<file path="src/audio_control_three_regs.svh">
// Register offsets, field positions and reset values of the audio control three register
//Operation
//- The two-bit volume-link field selects independent volumes (00 and 11), right copied to left (01) or left copied to right (10).
//- The reference-rate bit picks 48.0 kHz when 0 and 44.1 kHz when 1, steering de-emphasis, gain-control and converter clock settings.
//- The master transfer mode bit gives continuous transfer when 0 and 256-s transfer when 1.
//- The role-select bit makes the codec an audio slave when 0 and the clock master when 1.
//- The cellular-input bit makes the negative cellular input single-ended when 0 and differential when 1.
//- The cellular-output bit makes the positive cellular output single-ended when 0 and differential when 1.
//- The read-only record overflow flag goes to 1 when recorded converter data passes its saturation limits.
//- The read-only left playback overflow flag goes to 1 when left playback data passes its saturation limits.
//- The read-only right playback overflow flag goes to 1 when right playback data passes its saturation limits.
//- Each overflow flag returns to 0 after a host read of the register with no new saturation in the same cycle, so a set flag latches until such a read.
//- The clip-stepping bit enables microphone gain-control clip stepping when 1 and resets to 0.
//- Clip stepping acts only while automatic gain control is selected for the headset/auxiliary or handset input.
//- The lowest three bits return the read-only device revision identifier.
`ifndef AUDIO_CONTROL_THREE_REGS_SVH
`define AUDIO_CONTROL_THREE_REGS_SVH

`define AC3_OFFSET          7'h06
`define AC3_VOL_LINK_MSB    15
`define AC3_VOL_LINK_LSB    14
`define AC3_REF_RATE_BIT    13
`define AC3_XFER_MODE_BIT   12
`define AC3_ROLE_BIT        11
`define AC3_CELL_IN_BIT     10
`define AC3_CELL_OUT_BIT    9
`define AC3_REC_OVF_BIT     8
`define AC3_LEFT_OVF_BIT    7
`define AC3_RIGHT_OVF_BIT   6
`define AC3_RSVD_MSB        5
`define AC3_RSVD_LSB        4
`define AC3_CLIP_STEP_BIT   3
`define AC3_REV_MSB         2
`define AC3_REV_LSB         0
`define AC3_CTRL_RESET      10'h000
`define AC3_FLAGS_RESET     3'h0
`define AC3_REVISION        3'h1

`endif

</file>
<file path="src/ac3_pkg.sv">
// Types shared by the audio control three register logic
package ac3_pkg;

   typedef enum logic [1:0] {
      AC3_VOL_INDEPENDENT = 2'h0,
      AC3_VOL_RIGHT_TO_LEFT = 2'h1,
      AC3_VOL_LEFT_TO_RIGHT = 2'h2,
      AC3_VOL_SAME_AS_INDEP = 2'h3
   } ac3_vol_link_e;

   typedef struct packed {
      ac3_vol_link_e volume_link_mode;
      logic          reference_rate_select;
      logic          master_transfer_mode;
      logic          role_select;
      logic          cell_input_differential;
      logic          cell_output_differential;
      logic [1:0]    reserved;
      logic          clip_stepping_control;
   } ac3_ctrl_s;

   typedef struct packed {
      logic record_overflow_flag;
      logic left_play_overflow_flag;
      logic right_play_overflow_flag;
   } ac3_flags_s;

endpackage : ac3_pkg

</file>
<file path="src/ac3_audio_control_three.sv">
// Audio control three register: control fields, sticky overflow flags, revision
`timescale 1ns/1ns
`include "audio_control_three_regs.svh"

module ac3_audio_control_three
   import ac3_pkg::*;
#(
   parameter int          VOL_W    = 7,
   parameter logic [2:0]  REVISION = `AC3_REVISION // Arbitrary value
)(
   input  wire logic              clk_i,
   input  wire logic              reset_n_i,
   input  wire logic              ce_i,
   // Register port from the serial control front end
   input  wire logic [6:0]        reg_addr_i,
   input  wire logic              reg_wr_i,
   input  wire logic              reg_rd_i,
   input  wire logic [15:0]       reg_wdata_i,
   output logic      [15:0]       reg_rdata_o,
   output logic                   reg_rvalid_o,
   // Datapath events and selects
   input  wire logic              record_sat_i,
   input  wire logic              left_play_sat_i,
   input  wire logic              right_play_sat_i,
   input  wire logic              agc_selected_i,
   input  wire logic [VOL_W-1:0]  left_vol_prog_i,
   input  wire logic [VOL_W-1:0]  right_vol_prog_i,
   // Control outputs
   output logic      [VOL_W-1:0]  left_vol_o,
   output logic      [VOL_W-1:0]  right_vol_o,
   output logic                   ref_rate_441_o,
   output logic                   xfer_256s_o,
   output logic                   master_o,
   output logic                   cell_negative_input_diff_o,
   output logic                   cell_positive_output_diff_o,
   output logic                   clip_step_active_o
);

   initial
   begin
      if (VOL_W < 1 || VOL_W > 16)
      begin
         $error("VOL_W must lie between 1 and 16");
      end
   end

   ac3_ctrl_s        ctrl;
   ac3_ctrl_s        next_ctrl;
   ac3_flags_s       flags;
   ac3_flags_s       next_flags;
   logic [15:0]      rdata;
   logic [15:0]      next_rdata;
   logic             rvalid;
   logic             next_rvalid;
   logic [VOL_W-1:0] left_vol;
   logic [VOL_W-1:0] next_left_vol;
   logic [VOL_W-1:0] right_vol;
   logic [VOL_W-1:0] next_right_vol;
   logic             clip_act;
   logic             next_clip_act;
   logic             hit;
   logic [15:0]      reg_image;

   assign hit = (reg_addr_i == `AC3_OFFSET);

   always_comb
   begin
      reg_image = 16'h0000;
      reg_image[`AC3_VOL_LINK_MSB:`AC3_VOL_LINK_LSB] = ctrl.volume_link_mode;
      reg_image[`AC3_REF_RATE_BIT]  = ctrl.reference_rate_select;
      reg_image[`AC3_XFER_MODE_BIT] = ctrl.master_transfer_mode;
      reg_image[`AC3_ROLE_BIT]      = ctrl.role_select;
      reg_image[`AC3_CELL_IN_BIT]   = ctrl.cell_input_differential;
      reg_image[`AC3_CELL_OUT_BIT]  = ctrl.cell_output_differential;
      reg_image[`AC3_REC_OVF_BIT]   = flags.record_overflow_flag;
      reg_image[`AC3_LEFT_OVF_BIT]  = flags.left_play_overflow_flag;
      reg_image[`AC3_RIGHT_OVF_BIT] = flags.right_play_overflow_flag;
      reg_image[`AC3_RSVD_MSB:`AC3_RSVD_LSB] = ctrl.reserved;
      reg_image[`AC3_CLIP_STEP_BIT] = ctrl.clip_stepping_control;
      reg_image[`AC3_REV_MSB:`AC3_REV_LSB] = REVISION;
   end

   // Register file next state
   always_comb
   begin
      next_ctrl   = ctrl;
      next_flags  = flags;
      next_rdata  = rdata;
      next_rvalid = 1'b0;
      if (reg_wr_i && hit)
      begin
         next_ctrl.volume_link_mode =
            ac3_vol_link_e'(reg_wdata_i[`AC3_VOL_LINK_MSB:`AC3_VOL_LINK_LSB]);
         next_ctrl.reference_rate_select    = reg_wdata_i[`AC3_REF_RATE_BIT];
         next_ctrl.master_transfer_mode     = reg_wdata_i[`AC3_XFER_MODE_BIT];
         next_ctrl.role_select              = reg_wdata_i[`AC3_ROLE_BIT];
         next_ctrl.cell_input_differential  = reg_wdata_i[`AC3_CELL_IN_BIT];
         next_ctrl.cell_output_differential = reg_wdata_i[`AC3_CELL_OUT_BIT];
         next_ctrl.reserved = reg_wdata_i[`AC3_RSVD_MSB:`AC3_RSVD_LSB];
         next_ctrl.clip_stepping_control    = reg_wdata_i[`AC3_CLIP_STEP_BIT];
      end
      if (reg_rd_i)
      begin
         next_rvalid = 1'b1;
         if (hit)
         begin
            next_rdata = reg_image;
            next_flags = `AC3_FLAGS_RESET;
         end
         else
         begin
            next_rdata = 16'h0000;
         end
      end
      // Set wins over the read clear
      if (record_sat_i)
      begin
         next_flags.record_overflow_flag = 1'b1;
      end
      if (left_play_sat_i)
      begin
         next_flags.left_play_overflow_flag = 1'b1;
      end
      if (right_play_sat_i)
      begin
         next_flags.right_play_overflow_flag = 1'b1;
      end
   end

   // Volume linking and clip stepping gate
   always_comb
   begin
      next_left_vol  = left_vol_prog_i;
      next_right_vol = right_vol_prog_i;
      case (ctrl.volume_link_mode)
         AC3_VOL_RIGHT_TO_LEFT:
         begin
            next_left_vol = right_vol_prog_i;
         end
         AC3_VOL_LEFT_TO_RIGHT:
         begin
            next_right_vol = left_vol_prog_i;
         end
         default:
         begin
            next_left_vol  = left_vol_prog_i;
            next_right_vol = right_vol_prog_i;
         end
      endcase
      next_clip_act = ctrl.clip_stepping_control & agc_selected_i;
   end

   always_ff @(posedge clk_i)
   begin
      if (!reset_n_i)
      begin
         ctrl      <= `AC3_CTRL_RESET;
         flags     <= `AC3_FLAGS_RESET;
         rdata     <= 16'h0000;
         rvalid    <= 1'b0;
         left_vol  <= '0;
         right_vol <= '0;
         clip_act  <= 1'b0;
      end
      else if (ce_i)
      begin
         ctrl      <= next_ctrl;
         flags     <= next_flags;
         rdata     <= next_rdata;
         rvalid    <= next_rvalid;
         left_vol  <= next_left_vol;
         right_vol <= next_right_vol;
         clip_act  <= next_clip_act;
      end
   end

   assign reg_rdata_o                 = rdata;
   assign reg_rvalid_o                = rvalid;
   assign left_vol_o                  = left_vol;
   assign right_vol_o                 = right_vol;
   assign ref_rate_441_o              = ctrl.reference_rate_select;
   assign xfer_256s_o                 = ctrl.master_transfer_mode;
   assign master_o                    = ctrl.role_select;
   assign cell_negative_input_diff_o  = ctrl.cell_input_differential;
   assign cell_positive_output_diff_o = ctrl.cell_output_differential;
   assign clip_step_active_o          = clip_act;

endmodule : ac3_audio_control_three

</file>
<file path="config.mk">
export PLATFORM = sky130hd
export DESIGN_NAME = ac3_audio_control_three
export DESIGN_NICKNAME = d
export VERILOG_FILES = /design/src/ac3_pkg.sv /design/src/ac3_audio_control_three.sv
export VERILOG_INCLUDE_DIRS = /design/src
export SDC_FILE = /design/constraint.sdc
export NUM_CORES = 1
export LEC_CHECK = 0
export ABC_AREA = 1
export BUFFER_PORTS_ARGS = -buffer_cell sky130_fd_sc_hd__buf_2
export CORE_MARGIN = 3
export CORE_UTILIZATION = 50
export CTS_CLUSTER_DIAMETER = 60
export DETAILED_ROUTE_END_ITERATION = 8
export PLACE_DENSITY = 0.79
export SLEW_MARGIN = 20
export SYNTH_ARGS = -nofsm -noshare
export SYNTH_HDL_FRONTEND = slang
export SYNTH_SLANG_ARGS = --single-unit
</file>
<file path="constraint.sdc">
create_clock -name clk_i -period 2.6 [get_ports clk_i]
set_input_delay 0.26 -clock clk_i [delete_from_list [all_inputs] [get_ports clk_i]]
set_output_delay 0.26 -clock clk_i [all_outputs]
set_load 0.005 [all_outputs]
</file>
==> impl_metrics.csv, run 1 <==
group,metric,value,unit
detailed_routing,vias,1874,
timing,finalHoldViolations,0,
final_layout,final_cell_mix,"buf_2 (74), nand2_1 (73), inv_1 (53)",
timing,fin_crit_sh,0.477,
floorplan,num_rows,22,
power_and_ir_drop,p_int,1.02,mW
power_and_ir_drop,power_density,530,nW/um2
floorplan,die_w,70.6,um
final_layout,area_growth,21.7,%
clock_network,clkLatencyLatePin,0.30,ns
timing,period_minus_slack,1.24,ns
detailed_routing,drt-total-wl,4660,um
outcome,status,"finished clean",
final_layout,nets,396,
synthesis,yosys.area.top_type,"dfxtp_1",
power_and_ir_drop,power_frac_seq,0.512,
synthesis,netlist.area_leader.share,0.412,
final_layout,diodes,0,
clock_network,post_cts_buffers,0,
floorplan,die_area,4990,um2
hold_path,hp-class,"input pin to flop",
detailed_routing,via_per_inst,4.70,
critical_path,reg2reg_slack,1.38,ns
floorplan,start_util,0.542,
detailed_routing,drtIter0Drc,108,
clock_network,hold_buffers,0,
global_routing,track_usage,0.189,
synthesis,netlist_area,2090,um2
detailed_routing,antenna_left,0,
power_and_ir_drop,ir_drop,412,uV
clock_network,cts_resized,0,
synthesis,syn-instance-count,282,
global_routing,grt_pass1_vias,1668,
floorplan,io_pins,83,
critical_path,start_kind,"input pin",
critical_path,path_class,"input pin to flop",
critical_path,critPathRequiredTime,2.84,ns
final_layout,fin_cells,399,
clock_network,htree_levels,2,
timing,setup_viol,0,
final_layout,final_layout_size_suffix_gt1_frac,0.342,
synthesis,ys_seq_elements,43,
floorplan,core,3850,um2
synthesis,netlist-cell-type-count,23,
timing,fmax,807,MHz
global_routing,grt_max_degree,35,
global_routing,grt_overflow_total,0,
placed_design,globalplace.congestion,0.785,
timing,rsz0062_at_grt,"false",
floorplan,fp.dieH,70.6,um
synthesis,ys_seq_area_frac,0.412,
placed_design,dp.cells,391,
synthesis,yosysWarningCount,0,
critical_path,cp_max_fo,34,
clock_network,cts_tree,"done",
detailed_routing,wl_per_cell,11.7,um
final_layout,layout_commonest_cell,"buf_2",
critical_path,crit_path_end_kind,"flop",
placed_design,preCtsSetupSlack,1.04,ns
timing,tns,0,ns
power_and_ir_drop,pwr-share-comb,0.103,
synthesis,synth.area.top_cells,"dfxtp_1 (41%), nand2_1 (13%), inv_1 (9.5%)",
clock_network,clk_pin_slew,0.09,ns
power_and_ir_drop,switching_share,0.241,
clock_network,cts_buffers,5,
critical_path,worstPathArrival,1.48,ns
global_routing,antenna_found_initial,0,
clock_network,clock-sinks,43,
detailed_routing,firstDrtPassIters,4,
timing,slew_violations,0,
timing,worst_slack,1.36,ns
power_and_ir_drop,p_leak,1.35,nW
timing,fin_worst_skew,0.00924,ns
placed_design,dp_hpwl,3310,um
clock_network,cts_root_buf,"clkbuf_8",
detailed_routing,drc,0,
power_and_ir_drop,p_clk_frac,0.385,
placed_design,port_buffers,74,
global_routing,grt_pass1_wl,7690,um
clock_network,cts.path.max_buffers,2,
power_and_ir_drop,power_switching,325,uW
job,max_cap_violations,0,
synthesis,syn_avg_cell_area,7.41,um2
## metal layers
metal | vias to the layer above | GRT usage | part of all wire
met1 | 826 | 0.264 | 0.48
met5 | - | 0 | 0
met3 | 4 | 0.0511 | 0.062
li1 | 1000 | - | -
met4 | 0 | 0.0564 | 0.0071
met2 | 44 | 0.286 | 0.46
## synth_stat cells
cell / count
nor2_1: 14
nand3_1: 25
dfxtp_1: 43
inv_1: 53
clkinv_2: 1
o211ai_1: 14
o21ai_0: 1
a21oi_1: 6
buf_6: 1
buf_1: 1
nand2_2: 4
conb_1: 1
nand2_1: 73
nand2_4: 2
clkbuf_1: 3
nor2_2: 2
buf_12: 1
nand3_2: 13
a21oi_2: 13
buf_2: 5
buf_4: 4
nor2_8: 1
inv_2: 1
## through the flow
step	instance area [um2]	hold WS [ns]	power (mW)	utilization
floorplan	2090	0.409	0.786	-
global placement	2430	0.450	0.842	0.631
detailed placement	2430	0.461	0.844	0.631
CTS	2540	0.202	1.36	0.660
global route	2540	0.208	1.40	0.660
finish	2540	0.211	1.35	0.660
## state kept, by name, summed over array words and instances, names as in the netlist
register	count
ref_rate_441_o	1
xfer_256s_o	1
cell_negative_input_diff_o	1
ctrl	5
master_o	1
clip_step_active_o	1
right_vol_o	7
reg_rdata_o	14
flags	3
cell_positive_output_diff_o	1
left_vol_o	7
reg_rvalid_o	1
## path summary, 6_finish.rpt
path,startpoint,to,cells past startpoint
worst max-delay path,ce_i,cell_positive_output_diff_o,8
worst max register to register,ctrl[8],right_vol_o[2],7
worst min-delay path,record_sat_i,flags[2],3
worst min register to register,flags[1],reg_rdata_o[7],2
## worst max-delay path, cell delays in order
cell and delay (ns):
buf_2 0.11, buf_4 0.31, nand2_1 0.08, inv_1 0.31, nand2_4 0.16, nand2_1 0.10, inv_1 0.04, nor2_1 0.10
## area by class of cell
type	instances	area [um2]
Clock inverter	3	43.8
Inverter	55	208
Clock buffer	5	68.8
Timing Repair Buffer	75	378
Fill cell	371	1310
Multi-Input combinational cell	170	923
Tap cell	48	60.1
Sequential cell	43	861
## cell families after synthesis
kind of cell,synth area share
buffers and inverters,0.148
other,0.00179
AO/OA/AOI/OAI,0.122
AND/OR/NAND/NOR,0.317
flip-flops,0.412
## power by group through the flow
stage,Combinational (mW),Sequential (mW),Clock [mW]
finish,0.138,0.690,0.519
global route,0.157,0.693,0.551
CTS,0.140,0.690,0.527
detailed placement,0.139,0.705,0
global placement,0.137,0.705,0
floorplan,0.0796,0.706,0
No activity file was read; power rests on OpenSTA's default activity.
==> run 2: changes to the inputs <==
- CORE_UTILIZATION: 50 -> 48
- PLACE_DENSITY: 0.79 -> 0.76
- clock period: 2.6 -> 1.16 ns (I/O delays scaled with it)
==> run 2 against run 1 <==
Effect of this change: die area up 3.8%; first-iteration DRC count decreased by 42%; sequential power up 120%; sequential share of layout area shrank 0.88 points; highest routed layer unchanged; clock-buffer cell count grew 1; via count increased by 3.4%; power grew 110%; clock skew shrank 0.0072 ns; largest power group unchanged; combinational power increased by 140%; routed wire length increased by 0.88%; final area up 3.0%.
==> impl_metrics.csv, run 2 (same netlist as run 1, synthesis figures left out) <==
group,metric,value,unit
critical_path,worstPathArrival,1.24,ns
floorplan,core,4090,um2
final_layout,area_growth,25.3,%
final_layout,diodes,0,
detailed_routing,wl_per_cell,11.4,um
clock_network,hold_buffers,0,
detailed_routing,antenna_left,0,
outcome,status,"finished clean",
timing,setup_viol,0,
detailed_routing,drtIter0Drc,63,
timing,fmax,943,MHz
floorplan,fp.dieH,72.0,um
placed_design,dp_hpwl,3520,um
timing,finalHoldViolations,0,
detailed_routing,drt-total-wl,4700,um
timing,fin_worst_skew,0.00203,ns
final_layout,largest_reg_flops,14,
clock_network,clk_pin_slew,0.07,ns
floorplan,io_pins,83,
global_routing,antenna_found_initial,0,
final_layout,final_cell_mix,"buf_2 (74), nand2_1 (73), inv_1 (53)",
detailed_routing,via_per_inst,4.71,
placed_design,globalplace.congestion,0.795,
floorplan,start_util,0.511,
final_layout,final_layout_size_suffix_gt1_frac,0.366,
job,max_cap_violations,0,
timing,fin_crit_sh,0.914,
global_routing,grt_max_degree,34,
floorplan,num_rows,23,
global_routing,grt_pass1_vias,1850,
hold_path,hp-class,"input pin to flop",
timing,slew_violations,0,
global_routing,track_usage,0.190,
floorplan,die_area,5180,um2
clock_network,cts.path.max_buffers,2,
clock_network,clock-sinks,43,
detailed_routing,drc,0,
timing,period_minus_slack,1.06,ns
detailed_routing,vias,1937,
global_routing,grt_pass1_wl,7890,um
clock_network,cts_root_buf,"clkbuf_8",
power_and_ir_drop,p_leak,1.40,nW
timing,hold_slack,0.0803,ns
critical_path,critPathRequiredTime,1.34,ns
timing,rsz0062_at_grt,"false",
critical_path,start_kind,"flop",
final_layout,nets,407,
critical_path,path_class,"flop to flop",
floorplan,die_w,72.0,um
power_and_ir_drop,ir_drop,806,uV
detailed_routing,firstDrtPassIters,4,
timing,tns,0,ns
critical_path,cp_max_fo,5,
clock_network,clkLatencyLatePin,0.29,ns
global_routing,grt_overflow_total,0,
final_layout,layout_commonest_cell,"buf_2",
clock_network,cts_tree,"done",
placed_design,port_buffers,74,
clock_network,htree_levels,2,
critical_path,crit_path_end_kind,"flop",
power_and_ir_drop,power_density,1070,nW/um2
clock_network,cts_buffers,5,
==> run 2: final timing paths <==
check / start / end / slack [ns] / cells past startpoint
min reg2reg: flags[2] / reg_rdata_o[8] / 0.47 / 2
min: agc_selected_i / clip_step_active_o / 0.08 / 3
max: ctrl[8] / right_vol_o[2] / 0.10 / 7
max reg2reg: ctrl[8] / right_vol_o[2] / 0.10 / 7
==> run 2: repair_timing <==
| action | 4_1_cts | 5_1_grt |
|---|---|---|
| setup endpoints to repair | 0 | 8 |
| resized for setup | 0 | 2 |
| buffers inserted | 0 | 0 |
==> run 2: critical path: stages (launching register included) <==
cell      delay, ns
dfxtp_2        0.34
inv_1          0.08
nand2_2        0.07
buf_4          0.15
nand2_1        0.05
nand3_1        0.09
o211ai_1       0.10
inv_1          0.05
==> run 2: area by class of cell <==
| cell class | count | area [um2] |
|---|---|---|
| Timing Repair Buffer | 86 | 473 |
| Clock buffer | 6 | 82.6 |
| Clock inverter | 1 | 5.00 |
| Sequential cell | 43 | 863 |
| Multi-Input combinational cell | 170 | 923 |
| Tap cell | 50 | 62.6 |
| Inverter | 55 | 208 |
| Fill cell | 396 | 1470 |
==> run 2: metal layers <==
metal  global-route usage  share of wire  vias to the layer above
met2                0.328           0.49                       50
li1                     -              -                     1021
met5                    0              0                        -
met1                0.237           0.44                      861
met4               0.0564          0.010                        0
met3               0.0443          0.062                        5
==> run 2: power breakdown <==
part	total, mW	switching, mW	leakage, nW	internal, mW
Clock	0.933	0.466	0.0470	0.467
Sequential	1.55	0.0245	0.352	1.52
Combinational	0.332	0.185	1.00	0.147
Total	2.81	0.675	1.40	2.14
==> run 2: metrics by stage <==
step	utilization	power, mW	area (um2)	std cells	setup WS (ns)
after floorplan	-	1.76	2090	283	0.169
after global placement	0.618	1.91	2530	404	0.0771
after detailed placement	0.618	1.91	2530	404	0.0560
after CTS	0.640	2.84	2620	411	0.0624
after global routing	0.641	2.94	2620	411	0.0122
final	0.641	2.81	2620	411	0.100
==> run 3: changes to the inputs <==
- CAP_MARGIN: unset -> 10
- RECOVER_POWER: unset -> 100
==> run 3 against run 2 <==
Effect of this change: clock-buffer cell count is the same; core utilization shrank 1.9 points; cell count is the same; non-clock buffer count is the same; setup slack lost 0.0026 ns; first-iteration DRC count grew 1.6%; routed wire length grew 1.1%; largest power group unchanged; critical path depth is the same; hold slack gained 0.00094 ns; largest cell class unchanged.
==> impl_metrics.csv, run 3 (same netlist as run 1, synthesis figures left out) <==
group,metric,value,unit
outcome,status,"finished clean",
detailed_routing,drt-total-wl,4750,um
clock_network,cts_buffers,5,
detailed_routing,drtIter0Drc,64,
global_routing,track_usage,0.190,
power_and_ir_drop,p_leak,1.29,nW
timing,fin_worst_skew,0.00209,ns
hold_path,hp-class,"input pin to flop",
clock_network,cts.path.max_buffers,2,
final_layout,layout_commonest_cell,"nand2_1",
critical_path,crit_path_end_kind,"flop",
clock_network,clkLatencyLatePin,0.29,ns
detailed_routing,via_per_inst,4.72,
final_layout,stdcell_area,2540,um2
clock_network,clk_pin_slew,0.07,ns
placed_design,port_buffers,74,
global_routing,grt_pass1_wl,7890,um
critical_path,critPathRequiredTime,1.35,ns
timing,slew_violations,0,
placed_design,globalplace.congestion,0.795,
critical_path,cp_max_fo,5,
clock_network,hold_buffers,0,
job,max_cap_violations,0,
power_and_ir_drop,power_density,1100,nW/um2
floorplan,fp.dieH,72.0,um
clock_network,cts_root_buf,"clkbuf_8",
clock_network,clock-sinks,43,
final_layout,diodes,0,
power_and_ir_drop,ir_drop,811,uV
timing,fmax,941,MHz
placed_design,place_area,2530,um2
critical_path,worstPathArrival,1.25,ns
timing,period_minus_slack,1.06,ns
final_layout,nets,407,
timing,tns,0,ns
floorplan,die_area,5180,um2
timing,finalHoldViolations,0,
global_routing,grt_max_degree,34,
detailed_routing,firstDrtPassIters,4,
critical_path,path_class,"flop to flop",
global_routing,grt_overflow_total,0,
detailed_routing,vias,1939,
final_layout,fin_util,0.622,
clock_network,cts_tree,"done",
detailed_routing,wl_per_cell,11.6,um
floorplan,num_rows,23,
timing,fin_crit_sh,0.916,
timing,rsz0062_at_grt,"false",
timing,setup_viol,0,
floorplan,core,4090,um2
critical_path,path_cells,"inv_1 -> nand2_2 -> buf_4 -> nand2_1 -> nand3_1 -> o211ai_1 -> inv_1",
global_routing,antenna_found_initial,0,
critical_path,cp_common_cell,"inv_1",
detailed_routing,drc,0,
floorplan,io_pins,83,
floorplan,start_util,0.511,
final_layout,final_cell_mix,"nand2_1 (73), buf_2 (56), inv_1 (53)",
final_layout,largest_reg_flops,14,
placed_design,dp_hpwl,3520,um
final_layout,fill_cells,416,
critical_path,max_stage_delay,0.34,ns
floorplan,die_w,72.0,um
final_layout,area_growth,21.6,%
detailed_routing,antenna_left,0,
critical_path,critPathSlowestCell,"dfxtp_2",
clock_network,htree_levels,2,
global_routing,grt_pass1_vias,1850,
critical_path,start_kind,"flop",
final_layout,final_layout_size_suffix_gt1_frac,0.288,
## run 3: cell count changes in the layout (fill, tap and decap cells not counted), moves of 2 or more
cell	change
nand3_1	+2
clkbuf_1	+20
a21oi_2	-6
nand3_2	-2
a21oi_1	+6
buf_2	-18
buf_4	-2
## run 3: timing repair
action | CTS | global route
gates resized for setup | 0 | 2
setup endpoints to repair | 0 | 8
setup buffers | 0 | 0
## run 3: path summary, 6_finish.rpt
path	from	slack, ns	depth (start not counted)	endpoint
worst max-delay path	ctrl[8]	0.1	7	right_vol_o[2]
worst min-delay path	agc_selected_i	0.08	3	clip_step_active_o
worst max register to register	ctrl[8]	0.1	7	right_vol_o[2]
worst min register to register	reg_rdata_o[8]	0.47	2	reg_rdata_o[8]
## run 3: layer usage
layer / part of all wire / GRT usage
met2: 0.48 / 0.328
met3: 0.061 / 0.0443
met5: 0 / 0
met4: 0.0080 / 0.0564
met1: 0.45 / 0.237
## run 3: power by group
group | leakage, nW | switching, mW | internal (mW)
registers | 0.352 | 0.0250 | 1.52
logic | 0.892 | 0.181 | 0.137
clock network | 0.0470 | 0.471 | 0.467
## run 3: layout make-up
type / count / area (um2) / area share
well taps: 50 / 62.6 / 0.0246
flip-flops and latches: 43 / 863 / 0.340
repair buffers: 86 / 443 / 0.174
multi-input cells: 170 / 877 / 0.345
inverters: 55 / 208 / 0.0817
clock buffers: 6 / 82.6 / 0.0325
clock inverters: 1 / 5.00 / 0.00197
## run 3: metrics by stage
step | setup slack, ns | hold slack (ns) | power [mW] | instances
after floorplan | 0.169 | 0.265 | 1.76 | 283
after global placement | 0.0771 | 0.373 | 1.91 | 404
after detailed placement | 0.0560 | 0.364 | 1.91 | 404
after CTS | 0.0624 | 0.0725 | 2.84 | 411
after global routing | 0.0122 | 0.0942 | 2.92 | 411
final | 0.0974 | 0.0813 | 2.80 | 411
## run 3: critical path: cells and delay by family (launching register included)
family	cells	cell delay, ns
flops	1	0.34
compound gates	1	0.10
buf+inv	3	0.28
simple gates	3	0.23
